`src/tec8_pkg.sv`:
```
package tec8_pkg;

	// ------------------------------------------------------------
	// Register addresses
	// ------------------------------------------------------------
	localparam logic [15:0] ADDR_COUNT = 16'hff16;
	localparam logic [15:0] ADDR_MATCH = 16'hff17;
	localparam logic [15:0] ADDR_PORT_LATCH = 16'hff01;
	localparam logic [15:0] ADDR_PORT_DIR = 16'hff21;
	localparam logic [15:0] ADDR_SOURCE = 16'hff6a;
	localparam logic [15:0] ADDR_MODE = 16'hff6b;

	// ------------------------------------------------------------
	// Field positions
	// ------------------------------------------------------------
	localparam int MODE_RUN_BIT = 7;
	localparam int MODE_PWM_BIT = 6;
	localparam int MODE_SET_BIT = 3;
	localparam int MODE_CLR_BIT = 2;
	localparam int MODE_TOG_BIT = 1;
	localparam int MODE_ALLOW_BIT = 0;
	localparam int PIN_DIR_BIT = 7;
	localparam int SOURCE_WIDTH = 3;
	localparam int PRESCALE_WIDTH = 13;

	// ------------------------------------------------------------
	// Count source codes and divider masks
	// ------------------------------------------------------------
	localparam logic [2:0] SRC_EV_FALL = 3'h0;
	localparam logic [2:0] SRC_EV_RISE = 3'h1;
	localparam logic [2:0] SRC_DIV1 = 3'h2;
	localparam logic [2:0] SRC_DIV2 = 3'h3;
	localparam logic [2:0] SRC_DIV4 = 3'h4;
	localparam logic [2:0] SRC_DIV64 = 3'h5;
	localparam logic [2:0] SRC_DIV256 = 3'h6;
	localparam logic [2:0] SRC_DIV8192 = 3'h7;
	localparam logic [12:0] MASK_DIV2 = 13'h0001;
	localparam logic [12:0] MASK_DIV4 = 13'h0003;
	localparam logic [12:0] MASK_DIV64 = 13'h003f;
	localparam logic [12:0] MASK_DIV256 = 13'h00ff;
	localparam logic [12:0] MASK_DIV8192 = 13'h1fff;

	// ------------------------------------------------------------
	// Values
	// ------------------------------------------------------------
	localparam logic [7:0] COUNT_ZERO = 8'h00;
	localparam logic [7:0] COUNT_TOP = 8'hff;
	localparam logic [7:0] COUNT_STEP = 8'h01;
	localparam logic [12:0] PRESCALE_STEP = 13'h0001;
	localparam logic [7:0] PORT_DIR_RESET = 8'hff;
	localparam logic [1:0] SETCLR_SET = 2'h2;
	localparam logic [1:0] SETCLR_CLEAR = 2'h1;

	// ------------------------------------------------------------
	// Types
	// ------------------------------------------------------------
	typedef struct packed {
		logic run;
		logic pwm;
		logic tog_pol;
		logic allow;
	} mode_type;

	typedef struct packed {
		logic meta;
		logic sync;
		logic prev;
	} event_sync_type;

	typedef struct packed {
		mode_type mode;
		logic [2:0] src;
		logic [7:0] count;
		logic [7:0] match;
		logic [7:0] pwm_cmp;
		logic [7:0] port_dir;
		logic [7:0] port_latch;
		logic [12:0] pre;
		event_sync_type ev;
		logic out_ff;
		logic pwm_level;
		logic irq;
		logic pin;
		logic oe;
		logic [7:0] rdata;
	} state_type;

	localparam state_type STATE_RESET = '{port_dir: PORT_DIR_RESET, default: '0};

endpackage

```
`src/timer_event_counter_8bit.sv`:
```
`timescale 1ns/100ps

// What this block does
// - Count register steps up once per selected count clock; software only reads it.
// - Count clears on reset, when run is written zero, and on match in clear mode.
// - Outside PWM, count equal to compare value raises the match interrupt.
// - PWM output goes active at overflow unless compare is zero, inactive when count equals compare value.
// - Compare register holds any eight-bit value, read-write, resets to zero.
// - Three-bit source field picks event edges or system clock divided by 1..8192.
// - Run bit starts counting when one; zero clears and holds the counter.
// - Mode bit selects clear-on-match when zero, free-running PWM when one.
// - Outside PWM, set/clear pair: 00 keeps, 01 clears, 10 sets output flip-flop.
// - Set/clear bits are write-only and always read as zero.
// - Bit one enables toggle on match, or picks PWM active level (one is low).
// - Output-allow passes flip-flop state, or the PWM level in PWM, to the pin; zero holds the pin low.
// - In PWM, output sits at its inactive level while run is zero.
// - Mode, set/clear, level and allow settings reach the pin regardless of run.
// - Interval mode clears on match, continues, interrupting every compare plus one clocks.
module timer_event_counter_8bit import tec8_pkg::*; (
	input wire logic clk_sys,
	input wire logic rst_n,
	input wire logic [15:0] sfr_addr,
	input wire logic sfr_wr,
	input wire logic sfr_rd,
	input wire logic [7:0] sfr_wdata,
	output logic [7:0] sfr_rdata,
	input wire logic event_input_pin,
	output logic timer_output_pin,
	output logic timer_output_oe,
	output logic match_irq
);

	// ------------------------------------------------------------
	// Helpers
	// ------------------------------------------------------------

	// Picks the count enable for the selected source; divided clocks use the free prescaler.
	function automatic logic source_tick(input logic [2:0] sel, input logic [12:0] pre,
			input logic rise, input logic fall);
		logic t;
		t = 1'b0;
		unique case (sel)
			SRC_EV_FALL: t = fall;
			SRC_EV_RISE: t = rise;
			SRC_DIV1: t = 1'b1;
			SRC_DIV2: t = (pre & MASK_DIV2) == MASK_DIV2;
			SRC_DIV4: t = (pre & MASK_DIV4) == MASK_DIV4;
			SRC_DIV64: t = (pre & MASK_DIV64) == MASK_DIV64;
			SRC_DIV256: t = (pre & MASK_DIV256) == MASK_DIV256;
			SRC_DIV8192: t = (pre & MASK_DIV8192) == MASK_DIV8192;
		endcase
		return t;
	endfunction

	// Read view of the mode register; set/clear bits always read back as zero.
	function automatic logic [7:0] mode_read(input mode_type m);
		logic [7:0] v;
		v = 8'h00;
		v[MODE_RUN_BIT] = m.run;
		v[MODE_PWM_BIT] = m.pwm;
		v[MODE_TOG_BIT] = m.tog_pol;
		v[MODE_ALLOW_BIT] = m.allow;
		return v;
	endfunction

	// ------------------------------------------------------------
	// State
	// ------------------------------------------------------------
	state_type st_q;
	state_type st_d;
	logic ev_rise;
	logic ev_fall;
	logic tick;
	logic pwm_on;

	// Edges come from the second and third stages only, so the metastable stage feeds nothing else.
	assign ev_rise = st_q.ev.sync & ~st_q.ev.prev;
	assign ev_fall = ~st_q.ev.sync & st_q.ev.prev;
	assign tick = source_tick(st_q.src, st_q.pre, ev_rise, ev_fall);

	// Next-state logic for the whole block.
	always_comb begin
		st_d = st_q;
		st_d.irq = 1'b0;
		st_d.ev.meta = event_input_pin;
		st_d.ev.sync = st_q.ev.meta;
		st_d.ev.prev = st_q.ev.sync;
		st_d.pre = PRESCALE_WIDTH'(st_q.pre + PRESCALE_STEP);

		// Counting; a stopped timer keeps the count at zero and reloads the PWM buffer.
		if (!st_q.mode.run) begin
			st_d.count = COUNT_ZERO;
			st_d.pwm_cmp = st_q.match;
			st_d.pwm_level = 1'b0;
		end else if (tick) begin
			if (!st_q.mode.pwm) begin
				if (st_q.count == st_q.match) begin
					st_d.count = COUNT_ZERO;
					st_d.irq = 1'b1;
					if (st_q.mode.tog_pol) begin
						st_d.out_ff = ~st_q.out_ff;
					end
				end else begin
					st_d.count = 8'(st_q.count + COUNT_STEP);
				end
			end else begin
				// The compare value is buffered at overflow so a mid-period rewrite shows next period.
				st_d.count = 8'(st_q.count + COUNT_STEP);
				if (st_q.count == COUNT_TOP) begin
					st_d.pwm_cmp = st_q.match;
					st_d.pwm_level = st_q.match != COUNT_ZERO;
				end else if (8'(st_q.count + COUNT_STEP) == st_q.pwm_cmp) begin
					st_d.pwm_level = 1'b0;
				end
			end
		end

		// Register writes; software set/clear beats a toggle in the same cycle.
		if (sfr_wr) begin
			unique case (sfr_addr)
				ADDR_SOURCE: st_d.src = sfr_wdata[SOURCE_WIDTH-1:0];
				ADDR_MATCH: st_d.match = sfr_wdata;
				ADDR_PORT_DIR: st_d.port_dir = sfr_wdata;
				ADDR_PORT_LATCH: st_d.port_latch = sfr_wdata;
				ADDR_MODE: begin
					st_d.mode.run = sfr_wdata[MODE_RUN_BIT];
					st_d.mode.pwm = sfr_wdata[MODE_PWM_BIT];
					st_d.mode.tog_pol = sfr_wdata[MODE_TOG_BIT];
					st_d.mode.allow = sfr_wdata[MODE_ALLOW_BIT];
					if (!sfr_wdata[MODE_PWM_BIT]) begin
						if ({sfr_wdata[MODE_SET_BIT], sfr_wdata[MODE_CLR_BIT]} == SETCLR_SET) begin
							st_d.out_ff = 1'b1;
						end else if ({sfr_wdata[MODE_SET_BIT], sfr_wdata[MODE_CLR_BIT]} == SETCLR_CLEAR) begin
							st_d.out_ff = 1'b0;
						end
					end
				end
				default: begin
				end
			endcase
		end

		// Read data; unmapped addresses and idle cycles return zero.
		st_d.rdata = 8'h00;
		if (sfr_rd) begin
			unique case (sfr_addr)
				ADDR_COUNT: st_d.rdata = st_q.count;
				ADDR_MATCH: st_d.rdata = st_q.match;
				ADDR_SOURCE: st_d.rdata = {5'h00, st_q.src};
				ADDR_MODE: st_d.rdata = mode_read(st_q.mode);
				ADDR_PORT_DIR: st_d.rdata = st_q.port_dir;
				ADDR_PORT_LATCH: st_d.rdata = st_q.port_latch;
				default: st_d.rdata = 8'h00;
			endcase
		end

		// The pin follows the new settings at once, running or not.
		pwm_on = st_d.mode.run & st_d.pwm_level;
		st_d.pin = st_d.mode.allow & (st_d.mode.pwm ? (pwm_on ^ st_d.mode.tog_pol) : st_d.out_ff);
		// Driver is on only while the shared pin is set as an output.
		st_d.oe = ~st_d.port_dir[PIN_DIR_BIT];
	end

	// State register.
	always_ff @(posedge clk_sys) begin
		if (!rst_n) begin
			st_q <= STATE_RESET;
		end else begin
			st_q <= st_d;
		end
	end

	assign sfr_rdata = st_q.rdata;
	assign timer_output_pin = st_q.pin;
	assign timer_output_oe = st_q.oe;
	assign match_irq = st_q.irq;

	// ------------------------------------------------------------
	// Assertions
	// ------------------------------------------------------------
	stop_clear_a: assert property (@(posedge clk_sys) disable iff (!rst_n)
		!st_q.mode.run |=> st_q.count == COUNT_ZERO)
		else $error("count not cleared while stopped");

	count_step_a: assert property (@(posedge clk_sys) disable iff (!rst_n)
		st_q.mode.run && tick && (st_q.mode.pwm || st_q.count != st_q.match)
		|=> st_q.count == 8'($past(st_q.count) + COUNT_STEP))
		else $error("count did not advance by one");

	count_hold_a: assert property (@(posedge clk_sys) disable iff (!rst_n)
		st_q.mode.run && !tick |=> $stable(st_q.count))
		else $error("count moved without a tick");

	match_clear_a: assert property (@(posedge clk_sys) disable iff (!rst_n)
		st_q.mode.run && tick && !st_q.mode.pwm && st_q.count == st_q.match
		|=> st_q.count == COUNT_ZERO && match_irq)
		else $error("match did not clear count and interrupt");

	irq_cause_a: assert property (@(posedge clk_sys) disable iff (!rst_n)
		match_irq |-> $past(st_q.mode.run && tick && !st_q.mode.pwm && st_q.count == st_q.match))
		else $error("interrupt without a match");

	pwm_rise_a: assert property (@(posedge clk_sys) disable iff (!rst_n)
		st_q.mode.run && st_q.mode.pwm && tick && st_q.count == COUNT_TOP && st_q.match != COUNT_ZERO
		|=> st_q.pwm_level)
		else $error("pwm output not active after overflow");

	pwm_stop_a: assert property (@(posedge clk_sys) disable iff (!rst_n)
		st_q.mode.pwm && !st_q.mode.run && st_q.mode.allow |-> timer_output_pin == st_q.mode.tog_pol)
		else $error("pwm output not inactive while stopped");

	allow_low_a: assert property (@(posedge clk_sys) disable iff (!rst_n)
		!st_q.mode.allow |-> !timer_output_pin)
		else $error("pin not low with output disallowed");

	ff_set_a: assert property (@(posedge clk_sys) disable iff (!rst_n)
		sfr_wr && sfr_addr == ADDR_MODE && !sfr_wdata[MODE_PWM_BIT] && sfr_wdata[MODE_SET_BIT]
		&& !sfr_wdata[MODE_CLR_BIT] && sfr_wdata[MODE_ALLOW_BIT] |=> timer_output_pin)
		else $error("set request did not reach the pin");

	setclr_read_a: assert property (@(posedge clk_sys) disable iff (!rst_n)
		sfr_rd && sfr_addr == ADDR_MODE |=> sfr_rdata[MODE_SET_BIT:MODE_CLR_BIT] == 2'h0)
		else $error("set/clear bits read non-zero");

	toggle_a: assert property (@(posedge clk_sys) disable iff (!rst_n)
		st_q.mode.run && tick && !st_q.mode.pwm && st_q.mode.tog_pol && st_q.count == st_q.match && !sfr_wr
		|=> st_q.out_ff != $past(st_q.out_ff))
		else $error("output flip-flop did not toggle on match");

	// ------------------------------------------------------------
	// Assertions on the bus, the pin and the PWM path
	// ------------------------------------------------------------

	// The PWM level must drop at the tick that brings the count to the buffered compare value.
	pwm_fall_a: assert property (@(posedge clk_sys) disable iff (!rst_n)
		st_q.mode.run && st_q.mode.pwm && tick && st_q.count != COUNT_TOP
		&& 8'(st_q.count + COUNT_STEP) == st_q.pwm_cmp |=> !st_q.pwm_level)
		else $error("pwm output not inactive at compare");

	// A compare value of zero must keep the PWM output inactive through the whole period.
	pwm_zero_a: assert property (@(posedge clk_sys) disable iff (!rst_n)
		st_q.mode.run && st_q.mode.pwm && tick && st_q.count == COUNT_TOP && st_q.match == COUNT_ZERO
		|=> !st_q.pwm_level)
		else $error("pwm output active with zero compare");

	// The match interrupt is a clear-mode event only.
	pwm_no_irq_a: assert property (@(posedge clk_sys) disable iff (!rst_n)
		st_q.mode.pwm |=> !match_irq)
		else $error("interrupt raised in pwm mode");

	// A stopped PWM timer must not hold an active level for the next start.
	level_stop_a: assert property (@(posedge clk_sys) disable iff (!rst_n)
		!st_q.mode.run |=> !st_q.pwm_level)
		else $error("pwm level kept while stopped");

	// In clear mode the pin shows the output flip-flop whenever output is allowed.
	clear_pin_a: assert property (@(posedge clk_sys) disable iff (!rst_n)
		!st_q.mode.pwm && st_q.mode.allow |-> timer_output_pin == st_q.out_ff)
		else $error("pin does not follow the output flip-flop");

	// In PWM mode the pin shows the level, inverted when active-low is chosen.
	pwm_pin_a: assert property (@(posedge clk_sys) disable iff (!rst_n)
		st_q.mode.pwm && st_q.mode.allow && st_q.mode.run |-> timer_output_pin == (st_q.pwm_level ^ st_q.mode.tog_pol))
		else $error("pwm pin level wrong");

	// A clear request outside PWM mode must reach the pin at once.
	ff_clear_a: assert property (@(posedge clk_sys) disable iff (!rst_n)
		sfr_wr && sfr_addr == ADDR_MODE && !sfr_wdata[MODE_PWM_BIT] && !sfr_wdata[MODE_SET_BIT]
		&& sfr_wdata[MODE_CLR_BIT] |=> !timer_output_pin)
		else $error("clear request did not reach the pin");

	// The run bit follows the last mode write.
	run_write_a: assert property (@(posedge clk_sys) disable iff (!rst_n)
		sfr_wr && sfr_addr == ADDR_MODE |=> st_q.mode.run == $past(sfr_wdata[MODE_RUN_BIT]))
		else $error("run bit not taken from write");

	// The mode bit follows the last mode write.
	mode_write_a: assert property (@(posedge clk_sys) disable iff (!rst_n)
		sfr_wr && sfr_addr == ADDR_MODE |=> st_q.mode.pwm == $past(sfr_wdata[MODE_PWM_BIT]))
		else $error("mode bit not taken from write");

	// Any compare value is stored as written.
	match_write_a: assert property (@(posedge clk_sys) disable iff (!rst_n)
		sfr_wr && sfr_addr == ADDR_MATCH |=> st_q.match == $past(sfr_wdata))
		else $error("compare value not stored");

	// The compare value reads back one cycle after the strobe.
	match_read_a: assert property (@(posedge clk_sys) disable iff (!rst_n)
		sfr_rd && sfr_addr == ADDR_MATCH |=> sfr_rdata == $past(st_q.match))
		else $error("compare value read wrong");

	// The count reads back as it stood at the strobe.
	count_read_a: assert property (@(posedge clk_sys) disable iff (!rst_n)
		sfr_rd && sfr_addr == ADDR_COUNT |=> sfr_rdata == $past(st_q.count))
		else $error("count read wrong");

	// Only the three low source bits are kept.
	source_write_a: assert property (@(posedge clk_sys) disable iff (!rst_n)
		sfr_wr && sfr_addr == ADDR_SOURCE |=> st_q.src == $past(sfr_wdata[SOURCE_WIDTH-1:0]))
		else $error("source select not stored");

	// The upper source bits always read as zero.
	source_read_a: assert property (@(posedge clk_sys) disable iff (!rst_n)
		sfr_rd && sfr_addr == ADDR_SOURCE |=> sfr_rdata[7:SOURCE_WIDTH] == 5'h00)
		else $error("upper source bits read non-zero");

	// Read data stands one cycle only, so a stale value cannot be mistaken for a new read.
	rdata_idle_a: assert property (@(posedge clk_sys) disable iff (!rst_n)
		!sfr_rd |=> sfr_rdata == 8'h00)
		else $error("read data not zero when idle");

	// The pin driver follows the direction bit of the shared pin.
	oe_dir_a: assert property (@(posedge clk_sys) disable iff (!rst_n)
		timer_output_oe == !st_q.port_dir[PIN_DIR_BIT])
		else $error("driver enable disagrees with direction");

	// A direction write switches the driver at once.
	dir_write_a: assert property (@(posedge clk_sys) disable iff (!rst_n)
		sfr_wr && sfr_addr == ADDR_PORT_DIR |=> timer_output_oe == !$past(sfr_wdata[PIN_DIR_BIT]))
		else $error("direction write not applied");

	// The prescaler runs free by one each clock; divided ticks depend on it.
	pre_step_a: assert property (@(posedge clk_sys) disable iff (!rst_n)
		1'b1 |=> st_q.pre == PRESCALE_WIDTH'($past(st_q.pre) + PRESCALE_STEP))
		else $error("prescaler did not step");

	// One rising edge of the event gives one single-cycle strobe.
	rise_once_a: assert property (@(posedge clk_sys) disable iff (!rst_n)
		ev_rise |=> !ev_rise)
		else $error("rising edge strobe too long");

	// One falling edge of the event gives one single-cycle strobe.
	fall_once_a: assert property (@(posedge clk_sys) disable iff (!rst_n)
		ev_fall |=> !ev_fall)
		else $error("falling edge strobe too long");

endmodule // timer_event_counter_8bit

```
`config.mk`:
```
export PLATFORM = sky130hd
export DESIGN_NAME = timer_event_counter_8bit
export DESIGN_NICKNAME = d
export VERILOG_FILES = /design/src/tec8_pkg.sv /design/src/timer_event_counter_8bit.sv
export SDC_FILE = /design/constraint.sdc
export NUM_CORES = 1
export LEC_CHECK = 0
export BUFFER_PORTS_ARGS = -buffer_cell sky130_fd_sc_hd__buf_4
export CAP_MARGIN = 10
export CORE_MARGIN = 4
export CORE_UTILIZATION = 50
export CTS_CLUSTER_SIZE = 14
export DETAILED_ROUTE_END_ITERATION = 6
export GPL_TIMING_DRIVEN = 1
export MAX_ROUTING_LAYER = met4
export PLACE_DENSITY_LB_ADDON = 0.1
export SYNTH_ARGS = -nofsm -noshare
export SYNTH_HDL_FRONTEND = slang
export SYNTH_SLANG_ARGS = --single-unit
```
`constraint.sdc`:
```
create_clock -name clk_sys -period 3.4 [get_ports clk_sys]
set_clock_uncertainty 0.1 [all_clocks]
set_input_delay 0.68 -clock clk_sys [delete_from_list [all_inputs] [get_ports clk_sys]]
set_output_delay 0.68 -clock clk_sys [all_outputs]
set_load 0.005 [all_outputs]
```
# After elaboration in Yosys (flattened, before gate mapping)
# Index checks and enable logic that the tools add are counted.
# op_classes
n_eq_ne	25
n_mux	31
bitwise	12
addsub	2
reduce_logical	10
# ops
cell	count
equality test 16 bit, second input constant	6
2-to-1 mux 8 bit	8
case mux 8 bit (6 select lines)	1
equality test 8 bit	2
equality test 8 bit, second input constant	2
2-to-1 mux 1 bit	16
2-to-1 mux 16 bit	1
adder 13 x 1 -> 13 bit, second input constant	1
equality test 13 bit, second input constant	1
equality test 3 bit, second input constant	4
AND reduction 2 bit	6
adder 8 x 1 -> 8 bit, second input constant	1
case mux 1 bit (8 select lines)	1
nonzero test 8 bit	1
2-to-1 mux 7 bit	1
NOT 1 bit	7
equality test 3 x 2 -> 1 bit, second input constant	2
equality test 6 bit, second input constant	1
2-to-1 mux 3 bit	2
AND 1 bit	4
equality test 2 bit, second input constant	2
2-to-1 mux 4 bit	1
inequality test 2 x 1 -> 1 bit, second input constant	2
OR reduction 4 bit	1
other kinds (6)	6
# word_totals
inputBits	29
regBits	76
wordCells	101
out_inout_bits	11

# Logic depth before layout (Yosys ltp)
# logic_depth
word_depth	14
ltp_mapped	9
mapped_depth_nobuf	9

# Least setup slack after synthesis
# OpenSTA, ideal clock, no wires.
# synth_path
path_kind	input to register
from	input sfr_addr[12]
to	register st_q, in the netlist timer_output_pin
t_arrival_ns	2.365
required_time_ns	3.180
setup_ns	0.120
slack_ns	0.815
path_stages	8
path_cell_list	nand4_1 -> or4_4 -> nor3_4 -> nand2_4 -> and3_4 -> o21ai_0 -> o22ai_1 -> a211o_1
# synth_via
elab_chain_cells	7
elab_cells_between_ends	9
cone_classes	eq/ne (1); mux (5); bitwise (3)
# synth_rtl
element	line	text
start, declared	timer_event_counter_8bit.sv:22	input wire logic [15:0] sfr_addr,
equality test 16 bit (*)	timer_event_counter_8bit.sv:120	unique case (sfr_addr)
2-to-1 mux 4 bit	timer_event_counter_8bit.sv:120	
2-to-1 mux 7 bit	timer_event_counter_8bit.sv:119	if (sfr_wr) begin
AND 1 bit	timer_event_counter_8bit.sv:158	pwm_on = st_d.mode.run & st_d.pwm_level;
XOR 1 bit	timer_event_counter_8bit.sv:159	st_d.pin = st_d.mode.allow & (st_d.mode.pwm ? (pwm_on ^ st_d.mode.tog_pol) : st_d.out_ff);
2-to-1 mux 1 bit	timer_event_counter_8bit.sv:159	
AND 1 bit (*)	timer_event_counter_8bit.sv:159	
end signal, assigned	timer_event_counter_8bit.sv:169	st_q <= st_d;
end, declared	timer_event_counter_8bit.sv:69	state_type st_q;
# Every way passes the cells marked *; elsewhere a longest branch is shown, timed or not.
# A chain may end at the register's enable or synchronous reset.

# Worst setup path in the final report
# layout_path
from	register st_q[61] in the netlist's numbering
to	register st_q, in the netlist timer_output_pin
# layout_via
elab_chain_cells	12
elab_cells_between_ends	21
cone_classes	add/sub (1); eq/ne (3); mux (14); bitwise (3)
# layout_rtl
element	line	text
parallel branches: the longest is 3 deep, another holds adder 8 x 1 -> 8 bit	--	
2-to-1 mux 3 bit (*)	timer_event_counter_8bit.sv:95	end else if (tick) begin
2-to-1 mux 1 bit	timer_event_counter_8bit.sv:91	if (!st_q.mode.run) begin
2-to-1 mux 1 bit	timer_event_counter_8bit.sv:133	end else if ({sfr_wdata[MODE_SET_BIT], sfr_wdata[MODE_CLR_BIT]} == SETCLR_CLEAR) begin
2-to-1 mux 1 bit	timer_event_counter_8bit.sv:131	if ({sfr_wdata[MODE_SET_BIT], sfr_wdata[MODE_CLR_BIT]} == SETCLR_SET) begin
2-to-1 mux 1 bit	timer_event_counter_8bit.sv:130	if (!sfr_wdata[MODE_PWM_BIT]) begin
2-to-1 mux 1 bit	timer_event_counter_8bit.sv:120	
2-to-1 mux 1 bit	timer_event_counter_8bit.sv:119	
2-to-1 mux 1 bit (*)	timer_event_counter_8bit.sv:159	
AND 1 bit (*)	timer_event_counter_8bit.sv:159	
# Mark *: on every way between the ends.

==> flow_summary.yaml <==
status:
  status: "completed"
die:
  ios: 40
  die_h_um: 95.7
  core_area_um2: 7370
  fp.dieW_um: 95.7
  rows: 31
  die-area_um2: 9160
  start_util: 0.522
critical_path:
  cp_slowest_cell: "dfxtp_1"
  crit-reg2reg-launch: "st_q[61]"
  reg2reg_slack_ns: 0.59
  arrival_ns: 2.94
  critPathMaxFanout: 8
  crit_chain: "ha_1 > nand3_1 > nor3_1 > nand2_1 > a211o_1 > o211ai_1 > nand2_1 > xnor2_1 > a211o_1"
  end_kind: "flip-flop"
  startpoint: "st_q[61]"
  path_class: "reg2reg"
  cp.required_ns: 3.53
  reg2regPathDepth: 9
  r2r-end: "timer_output_pin"
  cpPeakStageDelay_ns: 0.53
  start_kind: "flip-flop"
  endpoint: "timer_output_pin"
clock_tree:
  hold_buffers: 0
  clk_latency_ns: 0.35
  cts_tree: "built"
  cts_resized: 0
  clock_path_buffers: 2
  clkTransAtPathRegs_ns: 0.09
  cts_buffers: 9
  htreeDepth: 3
  cts_setup_buffers: 0
  cts_sinks: 76
  root_buffer: "clkbuf_8"
final_layout:
  area_delta_synth_final_pct: 13.4
  utilization: 0.592
  mostFrequentLayoutCells: "dfxtp_1 (76), nand2_1 (54), buf_4 (43)"
  drive_gt1_frac: 0.157
  mostFrequentLayoutCell: "dfxtp_1"
  nFillCells: 668
  final_nets: 496
  antenna_cells: 0
routing:
  drtAntennaViolNets: 0
  routedWlPerCell_um: 16.3
  wl_um: 9270
  vias: 3289
  dr.pass1.iters: 6
  drcViolationCount: 0
  route.detailed.vias_per_inst: 5.78
  drtIter0Drc: 226
synth:
  ys_types: 57
  synthCells: 446
  synth_seq_area_share: 0.395
  syn_nets: 477
  ys_ff_latch: 76
  syn_area_um2: 3850
  synthFlopType: "dfxtp_1"
  yosysWarnings: 0
  synth_area_per_cell_um2: 8.63
  async_flop_share: 0
  synth_edf_count: 0
place:
  port_buffers: 39
  gp_congestion: 0.892
  dp_hpwl_um: 6670
  pre_cts_slack_ns: 0.501
timing:
  finalCriticalPeriod_ns: 2.81
  final.setup.tns_ns: 0
  hold_violations: 0
  finalWorstSetupSlack_ns: 0.586
  max_freq_mhz: 355
  relSlewSlack: 0.627
  drv_slew: 0
  tightest_slew_ns: 0.558
  rsz0062_at_grt: "no"
  post-route-period-util: 0.828
  setup_viol: 0
power_and_ir_drop:
  p_total_mw: 1.83
  ir_drop_v: 0.000254
  p_leak_nw: 1.75
  power_density_nw_per_um2: 420
global_routing:
  antenna_found_initial: 0
  grt_max_degree: 63
  grt_overflow: 0
  first_global_vias: 3109
  grt_usage: 0.224
  grt_pass1_wl_um: 15400
flow_run:
  drv_cap: 0
min_path:
  hold_class: "reg2reg"
==> where the power goes <==
group          internal, mW  switching (mW)
logic                0.0373          0.0397
registers             0.894         0.00429
clock network         0.493           0.364
==> metal layers <==
| metal | up-vias | GRT usage | part of all wire |
|---|---|---|---|
| li1 | 1608 | - | - |
| met1 | 1533 | 0.294 | 0.46 |
| met2 | 130 | 0.347 | 0.46 |
| met3 | 18 | 0.0360 | 0.063 |
| met4 | 0 | 0.0853 | 0.021 |
| met5 | - | - | 0 |
==> how the worst min path moves through the flow <==
stage,depth (start not counted),slack (ns),from,to
after floorplan,1,0.31,st_d[14],st_d[13]
after global placement,1,0.32,st_d[14],st_d[13]
after detailed placement,1,0.32,st_d[14],st_d[13]
after CTS,1,0.35,st_d[14],st_d[13]
after global routing,1,0.36,st_d[14],st_d[13]
final,1,0.34,st_d[14],st_d[13]
==> Yosys cell counts (all sizes together), types with 2 or more instances <==
| cell | count | area [um^2] |
|---|---|---|
| dfxtp | 76 | 1520 |
| mux2 | 6 | 67.6 |
| nand3 | 40 | 205 |
| and4 | 5 | 43.8 |
| a22oi | 3 | 22.5 |
| a21boi | 20 | 150 |
| xor2 | 16 | 140 |
| nand2 | 56 | 220 |
| mux2i | 12 | 120 |
| nand4 | 5 | 31.3 |
| nor2 | 20 | 77.6 |
| nor3b | 5 | 37.5 |
| o211ai | 2 | 20.0 |
| or4 | 2 | 18.8 |
| a211o | 2 | 17.5 |
| ha | 2 | 25.0 |
| a222oi | 8 | 80.1 |
| nand2b | 3 | 18.8 |
| nor3 | 9 | 56.3 |
| a21oi | 16 | 80.1 |
| clkbuf | 14 | 52.6 |
| nor4 | 3 | 18.8 |
| and2 | 21 | 131 |
| o21ai | 11 | 55.1 |
| inv | 7 | 26.3 |
| nand4b | 2 | 17.5 |
| buf | 21 | 128 |
| o31ai | 2 | 15.0 |
| xnor2 | 14 | 123 |
| nor2b | 16 | 100 |
| o32a | 2 | 20.0 |
| o211a | 2 | 20.0 |
| a31oi | 2 | 12.5 |
| a32oi | 2 | 17.5 |
| and3 | 6 | 42.5 |
==> cell type report <==
class	count	area [um^2]	share of cell area
sequential	76	1520	0.349
timing repair buffer	43	323	0.0740
multi-input combinational	328	2120	0.486
clock buffer	9	124	0.0284
inverter	7	26.3	0.00602
clock inverter	7	124	0.0284
tap	99	124	0.0284
==> flip-flops by register name (all words and copies together), names as in the netlist <==
name,flops
st_d,2
timer_output_oe,1
timer_output_pin,1
sfr_rdata,8
match_irq,1
st_q,63
==> critical path, delay by kind of cell (launching register included) <==
family,cells,cell delay (ns)
AND/OR/NAND/NOR,4,0.86
AO/OA/AOI/OAI,3,0.77
flip-flops,1,0.53
adder cells (fa/ha/maj),1,0.30
XOR/XNOR,1,0.13
==> stage by stage <==
step	instance area (um^2)	instances	hold slack [ns]
after floorplan	3850	446	0.312
after global placement	4110	553	0.318
after detailed placement	4110	553	0.323
after CTS	4360	569	0.346
after global routing	4360	569	0.362
final	4360	569	0.339
==> kinds of logic (layout without fill, tap and decap cells) <==
| group | count (synthesis) | after routing | synth area share |
|---|---|---|---|
| mux | 18 | 18 | 0.0488 |
| simple gates | 197 | 197 | 0.273 |
| flops | 76 | 76 | 0.395 |
| buf+inv | 42 | 66 | 0.0537 |
| xor+xnor | 30 | 30 | 0.0683 |
| fa+ha+maj | 2 | 2 | 0.00650 |
| compound gates | 81 | 81 | 0.154 |
(Power assumes the default switching activity.)
